$ cat src/mdg_pkg.sv
/*
 * mdg_pkg: constants, codes, states and state record of the self-test sequencer.
 * assumes: shared by mdg_selftest and mdg_scratch; used as mdg_pkg::name only.
 */
package mdg_pkg;

    // ------
    // internal scratch path under test
    // ------
    localparam int          SCR_DEPTH     = 8;
    localparam int          SCR_W         = 8;
    localparam int          IDX_W         = 3;
    localparam logic [2:0]  IDX_LAST      = 3'h7;
    localparam logic [1:0]  PAT_LAST      = 2'h3;
    localparam logic [7:0]  PAT_ONES      = 8'hff;
    localparam logic [7:0]  PAT_ZEROS     = 8'h00;
    localparam logic [7:0]  PAT_ALT_A     = 8'haa;
    localparam logic [7:0]  PAT_ALT_B     = 8'h55;

    // ------
    // result codes shown to host software
    // ------
    localparam logic [7:0]  RES_NONE      = 8'h00;
    localparam logic [7:0]  RES_PASS      = 8'h01;
    localparam logic [7:0]  RES_FAIL_BASE = 8'h80;

    // ------
    // window registers and vectors
    // ------
    localparam logic [2:0]  WIN_FIRST     = 3'h0;
    localparam logic [2:0]  WIN_SECOND    = 3'h2;
    localparam logic [2:0]  WIN_LAST      = 3'h7;
    localparam logic [7:0]  WIN_ONES      = 8'hff;
    localparam logic [7:0]  WIN_ZEROS     = 8'h00;
    localparam logic        VEC_XX0       = 1'b0;
    localparam logic        VEC_XX4       = 1'b1;
    localparam logic        DIR_IN        = 1'b0;
    localparam logic        DIR_OUT       = 1'b1;

    // ------
    // bus hold test timing
    // ------
    localparam int          HOG_READS     = 256;
    localparam logic [7:0]  HOG_LAST      = 8'(HOG_READS - 1);
    localparam int          CLK_MHZ       = 200;
    localparam int          HOLD_MIN_US   = 100;
    localparam int          HOLD_MIN_CYC  = HOLD_MIN_US * CLK_MHZ;
    localparam int          TMR_W         = 16;
    localparam int          ADDR_W        = 18;
    localparam int          DATA_W        = 16;
    localparam int          PASS_W        = 16;

    typedef enum logic [2:0] {
        CMD_WIN_ONES  = 3'h1,
        CMD_WIN_ZEROS = 3'h2,
        CMD_IRQ_XX0   = 3'h3,
        CMD_IRQ_XX4   = 3'h4,
        CMD_NPR       = 3'h5,
        CMD_HOG       = 3'h6
    } mdg_cmd_t;

    typedef enum logic [3:0] {
        S_IN_WR    = 4'h0,
        S_IN_RD    = 4'h1,
        S_IN_CHK   = 4'h2,
        S_READY    = 4'h3,
        S_FAIL     = 4'h4,
        S_WIN      = 4'h5,
        S_IRQ      = 4'h6,
        S_NPR_RD   = 4'h7,
        S_NPR_WR   = 4'h8,
        S_HOG_RD   = 4'h9,
        S_HOG_WAIT = 4'ha
    } mdg_state_e_t;

    typedef struct packed {
        mdg_state_e_t             state;
        logic [IDX_W-1:0]         idx;
        logic [1:0]               pat;
        logic                     done;
        logic                     pass;
        logic [7:0]               code;
        logic                     win_we;
        logic [2:0]               win_sel;
        logic [7:0]               win_data;
        logic                     irq_req;
        logic                     irq_vec;
        logic                     dma_req;
        logic                     dma_dir;
        logic [ADDR_W-1:0]        dma_addr;
        logic [DATA_W-1:0]        dma_wdata;
        logic                     dma_nlt;
        logic                     bus_hold;
        logic [ADDR_W-1:0]        src;
        logic [ADDR_W-1:0]        dst;
        logic [PASS_W-1:0]        passes;
        logic [7:0]               cnt;
        logic [TMR_W-1:0]         tmr;
    } mdg_state_t;

endpackage : mdg_pkg

$ cat src/mdg_selftest.sv
/*
 * mdg_selftest: self-test sequencer of a synchronous communications
 * controller: power-on internal diagnostic, then host-commanded interface
 * tests driving window registers, interrupt vectors and bus transfers.
 * assumes: master_clr, cmd_valid and the acks are synchronous to mclk;
 * irq_ack and dma_ack are one-cycle pulses answering a held request.
 */
`timescale 1ns/1ps
module mdg_selftest #(
    parameter int HOLD_CYC = mdg_pkg::HOLD_MIN_CYC
) (
    input  wire logic                       mclk,
    input  wire logic                       rst_n,
    input  wire logic                       master_clr,
    input  wire logic                       cmd_valid,
    input  wire logic [2:0]                 cmd_code,
    input  wire logic [mdg_pkg::ADDR_W-1:0] cmd_src,
    input  wire logic [mdg_pkg::ADDR_W-1:0] cmd_dst,
    input  wire logic [mdg_pkg::PASS_W-1:0] cmd_passes,
    output logic                            cmd_ready,
    output logic                            diag_done,
    output logic                            diag_pass,
    output logic [7:0]                      diag_code,
    output logic                            win_we,
    output logic [2:0]                      win_sel,
    output logic [7:0]                      win_data,
    output logic                            irq_req,
    output logic                            irq_vec,
    input  wire logic                       irq_ack,
    output logic                            dma_req,
    output logic                            dma_dir,
    output logic [mdg_pkg::ADDR_W-1:0]      dma_addr,
    output logic [mdg_pkg::DATA_W-1:0]      dma_wdata,
    output logic                            dma_nlt,
    input  wire logic                       dma_ack,
    input  wire logic [mdg_pkg::DATA_W-1:0] dma_rdata,
    output logic                            bus_hold
);

    // ------
    // helpers
    // ------
    localparam logic [mdg_pkg::TMR_W-1:0] HOLD_LAST = mdg_pkg::TMR_W'(HOLD_CYC - 1);

    function automatic logic [7:0] pattern(input logic [1:0] sel);
        case (sel)
            2'h0:    pattern = mdg_pkg::PAT_ONES;
            2'h1:    pattern = mdg_pkg::PAT_ZEROS;
            2'h2:    pattern = mdg_pkg::PAT_ALT_A;
            default: pattern = mdg_pkg::PAT_ALT_B;
        endcase
    endfunction : pattern

    // window bytes in order 0, 2, 3 .. 7; byte one belongs to the host
    function automatic logic [2:0] next_win(input logic [2:0] sel);
        if (sel == mdg_pkg::WIN_FIRST) begin
            next_win = mdg_pkg::WIN_SECOND;
        end else begin
            next_win = sel + 3'h1;
        end
    endfunction : next_win

    // ------
    // state
    // ------
    mdg_pkg::mdg_state_t                st_ff;
    mdg_pkg::mdg_state_t                nxt_st;
    logic                               scr_we;
    logic [mdg_pkg::SCR_W-1:0]          scr_wdata;
    logic [mdg_pkg::SCR_W-1:0]          scr_rdata;

    mdg_scratch u_scratch (
        .mclk       (mclk),
        .rst_n      (rst_n),
        .wr_en      (scr_we),
        .idx        (st_ff.idx),
        .wr_data    (scr_wdata),
        .rd_data_ff (scr_rdata)
    );

    always_comb begin
        nxt_st        = st_ff;
        nxt_st.win_we = 1'b0;
        scr_we        = 1'b0;
        scr_wdata     = pattern(st_ff.pat);

        // hold timer runs from the start of the bus hold test, saturating
        if (st_ff.bus_hold && st_ff.tmr != HOLD_LAST) begin
            nxt_st.tmr = st_ff.tmr + 1'b1;
        end

        case (st_ff.state)
            // ------
            // internal diagnostic
            // ------
            mdg_pkg::S_IN_WR: begin
                scr_we = 1'b1;
                if (st_ff.idx == mdg_pkg::IDX_LAST) begin
                    nxt_st.idx   = '0;
                    nxt_st.state = mdg_pkg::S_IN_RD;
                end else begin
                    nxt_st.idx = st_ff.idx + 1'b1;
                end
            end
            mdg_pkg::S_IN_RD: begin
                nxt_st.state = mdg_pkg::S_IN_CHK;
            end
            mdg_pkg::S_IN_CHK: begin
                if (scr_rdata != pattern(st_ff.pat)) begin
                    // failing pattern and index are folded into the code
                    nxt_st.done  = 1'b1;
                    nxt_st.pass  = 1'b0;
                    nxt_st.code  = mdg_pkg::RES_FAIL_BASE | {3'h0, st_ff.pat, st_ff.idx};
                    nxt_st.state = mdg_pkg::S_FAIL;
                end else if (st_ff.idx != mdg_pkg::IDX_LAST) begin
                    nxt_st.idx   = st_ff.idx + 1'b1;
                    nxt_st.state = mdg_pkg::S_IN_RD;
                end else if (st_ff.pat == mdg_pkg::PAT_LAST) begin
                    nxt_st.done  = 1'b1;
                    nxt_st.pass  = 1'b1;
                    nxt_st.code  = mdg_pkg::RES_PASS;
                    nxt_st.state = mdg_pkg::S_READY;
                end else begin
                    nxt_st.pat   = st_ff.pat + 1'b1;
                    nxt_st.idx   = '0;
                    nxt_st.state = mdg_pkg::S_IN_WR;
                end
            end
            // a failed device stays here until the next master clear
            mdg_pkg::S_FAIL: begin
                nxt_st.state = mdg_pkg::S_FAIL;
            end
            // ------
            // idle: accept one interface test command
            // ------
            mdg_pkg::S_READY: begin
                if (cmd_valid) begin
                    case (cmd_code)
                        mdg_pkg::CMD_WIN_ONES: begin
                            nxt_st.win_sel  = mdg_pkg::WIN_FIRST;
                            nxt_st.win_data = mdg_pkg::WIN_ONES;
                            nxt_st.state    = mdg_pkg::S_WIN;
                        end
                        mdg_pkg::CMD_WIN_ZEROS: begin
                            nxt_st.win_sel  = mdg_pkg::WIN_FIRST;
                            nxt_st.win_data = mdg_pkg::WIN_ZEROS;
                            nxt_st.state    = mdg_pkg::S_WIN;
                        end
                        mdg_pkg::CMD_IRQ_XX0: begin
                            nxt_st.irq_req = 1'b1;
                            nxt_st.irq_vec = mdg_pkg::VEC_XX0;
                            nxt_st.state   = mdg_pkg::S_IRQ;
                        end
                        mdg_pkg::CMD_IRQ_XX4: begin
                            nxt_st.irq_req = 1'b1;
                            nxt_st.irq_vec = mdg_pkg::VEC_XX4;
                            nxt_st.state   = mdg_pkg::S_IRQ;
                        end
                        mdg_pkg::CMD_NPR: begin
                            nxt_st.src    = cmd_src;
                            nxt_st.dst    = cmd_dst;
                            nxt_st.passes = cmd_passes;
                            if (cmd_passes != '0) begin
                                nxt_st.dma_req  = 1'b1;
                                nxt_st.dma_dir  = mdg_pkg::DIR_IN;
                                nxt_st.dma_addr = cmd_src;
                                nxt_st.state    = mdg_pkg::S_NPR_RD;
                            end
                        end
                        mdg_pkg::CMD_HOG: begin
                            nxt_st.src      = cmd_src;
                            nxt_st.cnt      = '0;
                            nxt_st.tmr      = '0;
                            nxt_st.bus_hold = 1'b1;
                            nxt_st.dma_req  = 1'b1;
                            nxt_st.dma_dir  = mdg_pkg::DIR_IN;
                            nxt_st.dma_addr = cmd_src;
                            nxt_st.dma_nlt  = 1'b1;
                            nxt_st.state    = mdg_pkg::S_HOG_RD;
                        end
                        default: begin
                            nxt_st.state = mdg_pkg::S_READY;
                        end
                    endcase
                end
            end
            // ------
            // interface tests; results are left for the host to judge
            // ------
            mdg_pkg::S_WIN: begin
                nxt_st.win_we = 1'b1;
                if (st_ff.win_we) begin
                    if (st_ff.win_sel == mdg_pkg::WIN_LAST) begin
                        nxt_st.win_we = 1'b0;
                        nxt_st.state  = mdg_pkg::S_READY;
                    end else begin
                        nxt_st.win_sel = next_win(st_ff.win_sel);
                    end
                end
            end
            mdg_pkg::S_IRQ: begin
                if (irq_ack) begin
                    nxt_st.irq_req = 1'b0;
                    nxt_st.state   = mdg_pkg::S_READY;
                end
            end
            mdg_pkg::S_NPR_RD: begin
                if (dma_ack) begin
                    nxt_st.dma_wdata = dma_rdata;
                    nxt_st.dma_dir   = mdg_pkg::DIR_OUT;
                    nxt_st.dma_addr  = st_ff.dst;
                    nxt_st.state     = mdg_pkg::S_NPR_WR;
                end
            end
            mdg_pkg::S_NPR_WR: begin
                if (dma_ack) begin
                    nxt_st.passes = st_ff.passes - 1'b1;
                    if (st_ff.passes == mdg_pkg::PASS_W'(1)) begin
                        nxt_st.dma_req = 1'b0;
                        nxt_st.state   = mdg_pkg::S_READY;
                    end else begin
                        nxt_st.dma_dir  = mdg_pkg::DIR_IN;
                        nxt_st.dma_addr = st_ff.src;
                        nxt_st.state    = mdg_pkg::S_NPR_RD;
                    end
                end
            end
            mdg_pkg::S_HOG_RD: begin
                if (dma_ack) begin
                    nxt_st.cnt = st_ff.cnt + 1'b1;
                    if (st_ff.cnt == mdg_pkg::HOG_LAST) begin
                        nxt_st.dma_req = 1'b0;
                        nxt_st.dma_nlt = 1'b0;
                        nxt_st.state   = mdg_pkg::S_HOG_WAIT;
                    end
                end
            end
            // reads may finish early; ownership stays until the least hold time
            mdg_pkg::S_HOG_WAIT: begin
                if (st_ff.tmr == HOLD_LAST) begin
                    nxt_st.bus_hold = 1'b0;
                    nxt_st.irq_req  = 1'b1;
                    nxt_st.irq_vec  = mdg_pkg::VEC_XX0;
                    nxt_st.state    = mdg_pkg::S_IRQ;
                end
            end
            default: begin
                nxt_st = '0;
            end
        endcase

        // master clear drops any test and restarts the internal diagnostic
        if (master_clr) begin
            nxt_st = '0;
        end
    end

    // reset value '0 is S_IN_WR, so the internal test starts on release
    always_ff @(posedge mclk or negedge rst_n) begin
        if (!rst_n) begin
            st_ff <= '0;
        end else begin
            st_ff <= nxt_st;
        end
    end

    // ------
    // outputs
    // ------
    assign cmd_ready = (st_ff.state == mdg_pkg::S_READY) && !master_clr;
    assign diag_done = st_ff.done;
    assign diag_pass = st_ff.pass;
    assign diag_code = st_ff.code;
    assign win_we    = st_ff.win_we;
    assign win_sel   = st_ff.win_sel;
    assign win_data  = st_ff.win_data;
    assign irq_req   = st_ff.irq_req;
    assign irq_vec   = st_ff.irq_vec;
    assign dma_req   = st_ff.dma_req;
    assign dma_dir   = st_ff.dma_dir;
    assign dma_addr  = st_ff.dma_addr;
    assign dma_wdata = st_ff.dma_wdata;
    assign dma_nlt   = st_ff.dma_nlt;
    assign bus_hold  = st_ff.bus_hold;

endmodule : mdg_selftest

$ cat src/mdg_scratch.sv
/*
 * mdg_scratch: small internal register file that the power-on diagnostic
 * writes and reads back to prove the internal data path.
 * assumes: single clock, one write and one registered read per cycle.
 */
`timescale 1ns/1ps
module mdg_scratch #(
    parameter int DEPTH = mdg_pkg::SCR_DEPTH,
    parameter int W     = mdg_pkg::SCR_W,
    parameter int AW    = mdg_pkg::IDX_W
) (
    input  wire logic          mclk,
    input  wire logic          rst_n,
    input  wire logic          wr_en,
    input  wire logic [AW-1:0] idx,
    input  wire logic [W-1:0]  wr_data,
    output logic      [W-1:0]  rd_data_ff
);

    logic [W-1:0] mem [DEPTH];

    // no reset on the array: the diagnostic always writes before it reads
    always_ff @(posedge mclk) begin
        if (wr_en) begin
            mem[idx] <= wr_data;
        end
    end

    always_ff @(posedge mclk or negedge rst_n) begin
        if (!rst_n) begin
            rd_data_ff <= '0;
        end else begin
            rd_data_ff <= mem[idx];
        end
    end

endmodule : mdg_scratch

$ cat config.mk
export PLATFORM = sky130hd
export DESIGN_NAME = mdg_selftest
export DESIGN_NICKNAME = d
export VERILOG_FILES = /design/src/mdg_pkg.sv /design/src/mdg_selftest.sv /design/src/mdg_scratch.sv
export SDC_FILE = /design/constraint.sdc
export NUM_CORES = 1
export LEC_CHECK = 0
export ABC_AREA = 1
export BUFFER_PORTS_ARGS = -buffer_cell sky130_fd_sc_hd__buf_2
export CAP_MARGIN = 20
export CORE_AREA = 2 2 172 174
export CTS_CLUSTER_DIAMETER = 80
export DETAILED_ROUTE_END_ITERATION = 10
export DIE_AREA = 0 0 174 176
export MAX_ROUTING_LAYER = met4
export PLACE_DENSITY = 0.57
export SYNTH_ARGS = -nofsm -noshare
export SYNTH_HDL_FRONTEND = slang
export SYNTH_HIERARCHICAL = 1
export SYNTH_SLANG_ARGS = --single-unit
$ cat constraint.sdc
create_clock -name mclk -period 2.78 [get_ports mclk]
set_clock_uncertainty 0.2 [all_clocks]
set_input_delay 0.139 -clock mclk [delete_from_list [all_inputs] [get_ports mclk]]
set_output_delay 0.139 -clock mclk [all_outputs]
set_load 0.02 [all_outputs]
# == Word-level counts from Yosys, hierarchy flattened ==
# Memories as Yosys holds them, arrays and structs flattened. A register that Yosys moved wholly into a read port is not among the register bits.
# Cells that the tools add are included.
# totals
regBits,147
ramBits,64
word_cells,203
mem_count,1
# memory_table
memory,words,word_bits,rd,rd_clocked_by_memory_dff,write_ports,line_no,rtl
u_scratch.mem,8,8,1,1,1,mdg_scratch.sv:20,logic [W-1:0] mem [DEPTH];
# classes
n_addsub,6
eq_ne,64
n_mux,71
n_reduce_logical,39
# op_table
cell,count
147-bit two-way mux,1
78-bit two-way mux,1
19-bit one-hot mux with 4 select lines,1
36-bit one-hot mux with 2 select lines,1
16-bit one-hot mux with 2 select lines,2
3-bit inequality test (second input constant),18
4-bit two-way mux,12
16-bit one-hot mux with 3 select lines,1
8-bit one-hot mux with 3 select lines,2
9-bit OR reduction,5
4-bit one-hot mux with 11 select lines,1
20-bit two-way mux,2
20-bit one-hot mux with 2 select lines,1
35-bit two-way mux,1
34-bit two-way mux,1
33-bit two-way mux,1
16-bit two-way mux,2
10-bit OR reduction,3
24-bit two-way mux,1
12-bit one-hot mux with 2 select lines,1
8-bit OR reduction,3
2-bit by 1-bit inequality test with 1-bit output (second input constant),11
11-bit one-hot mux with 2 select lines,1
10-bit two-way mux,2
other kinds (50),105

# == Logic depth before layout (Yosys ltp) ==
# logic_depth
word_depth,7
depth_mapped,12
depth_no_buf,12

# == Cells and area by module ==
# Netlist, hierarchy kept.
# by_module_without_submodules
mod,instances,cells_each,area_each_um2
mdg_selftest,1,1184,8413.1
mdg_scratch,1,280,2964.1

# == Worst setup path before layout ==
# OpenSTA, ideal clock, no wires.
# synth_timing
path_type,reg2reg
start,reg st_ff[145] (netlist name)
end,"mem u_scratch/mem[1][0] (netlist name), enable pin"
setup_time_ps,383
t_arrival_ps,1607
t_required_ps,2197
path_slack_ps,589
stages_incl_launch_ff,7
cell_sequence,dfrtp_1 buf_4 nor2_2 nand2_1 inv_1 nand2_1 nor3_1
# synth_via
elab_chain_len,4
# synth_rtl
item,line_no,rtl
start: declaration,mdg_selftest.sv:66,mdg_pkg::mdg_state_t st_ff;
start signal: assignment,mdg_selftest.sv:263,st_ff <= nxt_st;
4-bit zero test,mdg_selftest.sv:92,case (st_ff.state)
1-bit two-way mux,mdg_selftest.sv:92,
via scr_we,mdg_selftest.sv:68,logic scr_we;
1-bit two-way mux,mdg_scratch.sv:24,if (wr_en) begin
1-bit two-way mux (not written as such),mdg_scratch.sv:25,mem[idx] <= wr_data;
end: declaration,mdg_scratch.sv:20,
# The timed path passes the listed nets, and every way through them passes these cells.

# == Worst setup path after layout ==
# layout_timing
start,reg st_ff[1] (netlist name)
end,"reg st_ff, in the netlist irq_req"
# layout_via
elab_chain_len,3
# layout_rtl
item,line_no,rtl
16-bit by 15-bit equality test with 1-bit output,mdg_selftest.sv:240,if (st_ff.tmr == HOLD_LAST) begin
3-bit inequality test (no line),--,
5-bit AND reduction (no line),--,
# No other way between the ends.
# A chain may end at the register's enable or synchronous reset.

==> metrics.md <==
| Metric | Value |
|---|---|
| Status | finished, final reports clean |
| Clock tree sinks | 210 |
| Drt drc | 0 |
| Measured slew at the worst slew-check pin | 579 ps |
| Worst Setup EP | irq_req |
| Final WL | 28.7 mm |
| Worst vdd ir | 0.423 mV |
| Leak | 6.77 nW |
| RSZ-0062 raised after global routing | no |
| HP Class | input port to register |
| Final hold viol count | 0 |
| Ratio of cells with drive above 1 in the final layout | 0.152 |
| # rows | 62 |
| Synthesized flop and latch total | 210 |
| Yosys warns | 6 |
| DR iter-0 viols | 645 |
| Via density | 4.73 |
| Per-cell routed wire length | 14.0 um |
| IO buf count | 137 |
| CTS tree | built |
| Reg2Reg Launch Point | st_ff[1] |
| Mapped cell area | 11400 um2 |
| Vias in the first global route | 9354 |
| Avg Inst Size Synth | 7.77 um2 |
| Die ar. | 30600 um2 |
| Gr ovfl total | 0 |
| Crit path time final | 2550 ps |
| Initial antenna violation count | 0 |
| Post-layout net count | 1731 |
| Most frequent cell after synthesis | nand2_1 |
| Ys async rst share | 0.695 |
| DIE HEIGHT | 176 um |
| Synth top cells by count | nand2_1 (523), inv_1 (152), dfrtp_1 (146) |
| Max_cap viols | 0 |
| CTS buffer count | 26 |
| Antenna cells | 0 |
| Starting Density | 0.399 |
| CTS max path bufs | 3 |
| Tcrit/Tclk final | 0.918 |
| Cells on worst reg2reg path | 12 |
| Placed cell areas | 12100 um2 |
| Crit path capture type | register |
| Design Power | 9.73 mW |
| Max Freq | 392 MHz |
| Yosys top cell by area | dfrtp_1 |
| Die X-Extent | 174 um |
| Setup TNS | 0 ps |
| Placed insts | 1918 |
| Synth Instances | 1464 |
| RePlAce Congestion | 0.881 |
| Post-synth EDFFs | 64 |
| Final setup viols | 0 |
| Synth top area share | 0.321 |
| H-tree depth | 1 |
| Setup CP Type | register to register |
| Clk Latency, worst-skew pair | 540 ps |
| Startpoint Class | register |
| Clock transition at path regs | 60 ps |
| First-pass iteration count of the detailed router | 5 |
| Antenna Nets Post-Route | 0 |
| DP Wirelength | 19.5 mm |
| Routed vias | 9678 |
| Slew margin rel. | 0.613 |
| IO Count | 140 |
| Worst Setup SP | st_ff[1] |
| FF-to-FF setup slack | 230 ps |
| Post-route cell area | 13900 um2 |
| Reg-to-reg critical path endpoint | irq_req |
| Post-synth cell types | 45 |
| All-Layer GR Usage | 0.193 |
| PwrDens | 700 nW/um2 |
| Post-synth top flop | dfrtp_1 |
| Non-filler cells, final | 2046 |
| Area Overhead vs Synth | 22.3% |
| Core Area | 28500 um2 |
| Crit Path Max Fanout | 4 |
| Largest net degree at the start of global routing | 50 |
| Arr. time, crit path | 2830 ps |
| Sequential cell area fraction in the yosys report | 0.490 |
| Worst EP required | 3050 ps |
| Clk root buf | clkbuf_16 |
| Synth area leaders | dfrtp_1 (32%), nand2_1 (17%), edfxtp_1 (17%) |
| Final Max Tran Viols | 0 |
| Fin util | 0.487 |
| First-pass GRT wire length | 47.3 mm |
[state kept, by name, summed over array words and instances, names as in the netlist]
name                  flops
bus_hold                  1
dma_req                   1
diag_done                 1
dma_dir                   1
u_scratch/mem            64
irq_req                   1
dma_addr                 18
win_data                  1
st_ff                    85
dma_nlt                   1
dma_wdata                16
win_we                    1
u_scratch/rd_data_ff      8
diag_code                 6
irq_vec                   1
diag_pass                 1
win_sel                   3
[kinds of logic after synthesis]
group | synth area share
adder cells (fa/ha/maj) | 0.0132
AO/OA/AOI/OAI | 0.0739
buffers and inverters | 0.112
XOR/XNOR | 0.00462
AND/OR/NAND/NOR | 0.306
flip-flops | 0.490
other | 0.000330
[stage by stage]
stage	hold slack (ps)	setup WS, ps
6_report	71.5	228
5_1_grt	144	58.5
4_1_cts	45.1	265
3_5_place_dp	-21.7	314
3_3_place_gp	-23.8	391
2_1_floorplan	-357	589
[cell type report]
class / instances / area (um2)
fill: 2805 / 14600
clock buffer: 40 / 847
multi-input combinational: 995 / 4530
timing repair buffer: 246 / 1750
tap: 384 / 480
inverter: 163 / 614
sequential: 210 / 5580
clock inverter: 8 / 118
[metal layers]
layer  up-vias  global-route usage  wire length, um
li1       4954                   -                -
met5         -                   -                0
met1      4461               0.265            13800
met4         0              0.0571              730
met2       205               0.301            13000
met3        58              0.0269             1200
[report_power, final]
group          total (mW)  switching [mW]  internal, mW
clock                3.70            1.34          2.37
sequential           3.64           0.129          3.51
combinational        2.39            1.67         0.725
total                9.73            3.13          6.60
[critical path, stage by stage (launching register included)]
cell	delay, ps
dfrtp_1	360
ha_1	200
nand2_1	80
inv_1	110
nand2_1	60
nor2_1	80
nand2_1	130
nand2_1	210
nand2_1	110
nor2_1	200
nand4_1	120
dlygate4sd3_1	580
nand2_1	60
[repair_timing]
action | 4_1_cts | 5_1_grt
buffers inserted | 0 | 0
hold endpoints to repair | 242 | 0
hold buffers | 79 | 0
resized for setup | 0 | 0
[worst min path at each step]
stage / startpoint / endpoint / slack [ps] / cells past startpoint
final: cmd_code[0] / st_ff[146] / 70 / 8
after global routing: cmd_code[0] / win_sel[1] / 140 / 7
after CTS: cmd_code[0] / st_ff[146] / 50 / 8
after detailed placement: rst_n / dma_wdata[7] / -20 / 1
after global placement: rst_n / dma_wdata[10] / -20 / 1
after floorplan: rst_n / bus_hold / -360 / 0
[cell usage in the layout, fill, tap and decap left out, drive strengths merged]
| cell | netlist | layout |
|---|---|---|
| nand2 | 533 | 533 |
| buf | 89 | 168 |
| inv | 162 | 162 |
| dfrtp | 146 | 146 |
| nor2 | 133 | 133 |
| nand3 | 109 | 109 |
| o21ai | 98 | 98 |
| dlygate4sd3 | 0 | 78 |
| edfxtp | 64 | 64 |
| clkbuf | 8 | 40 |
| a21oi | 29 | 29 |
| nand3b | 20 | 20 |
| o211ai | 18 | 18 |
| nor3 | 13 | 13 |
| ha | 12 | 12 |
| nand4 | 10 | 10 |
| clkinv | 1 | 5 |
| xor2 | 4 | 4 |
| bufinv | 0 | 3 |
| and3 | 2 | 2 |
| xnor2 | 2 | 2 |
| o31ai | 2 | 2 |
| o21a | 2 | 2 |
| conb | 1 | 2 |
| a211oi | 1 | 1 |
| o22ai | 1 | 1 |
| and2 | 1 | 1 |
| a21o | 1 | 1 |
| o21bai | 1 | 1 |
| or2 | 1 | 1 |
| clkinvlp | 0 | 1 |
No activity file was read; power rests on OpenSTA's default activity.
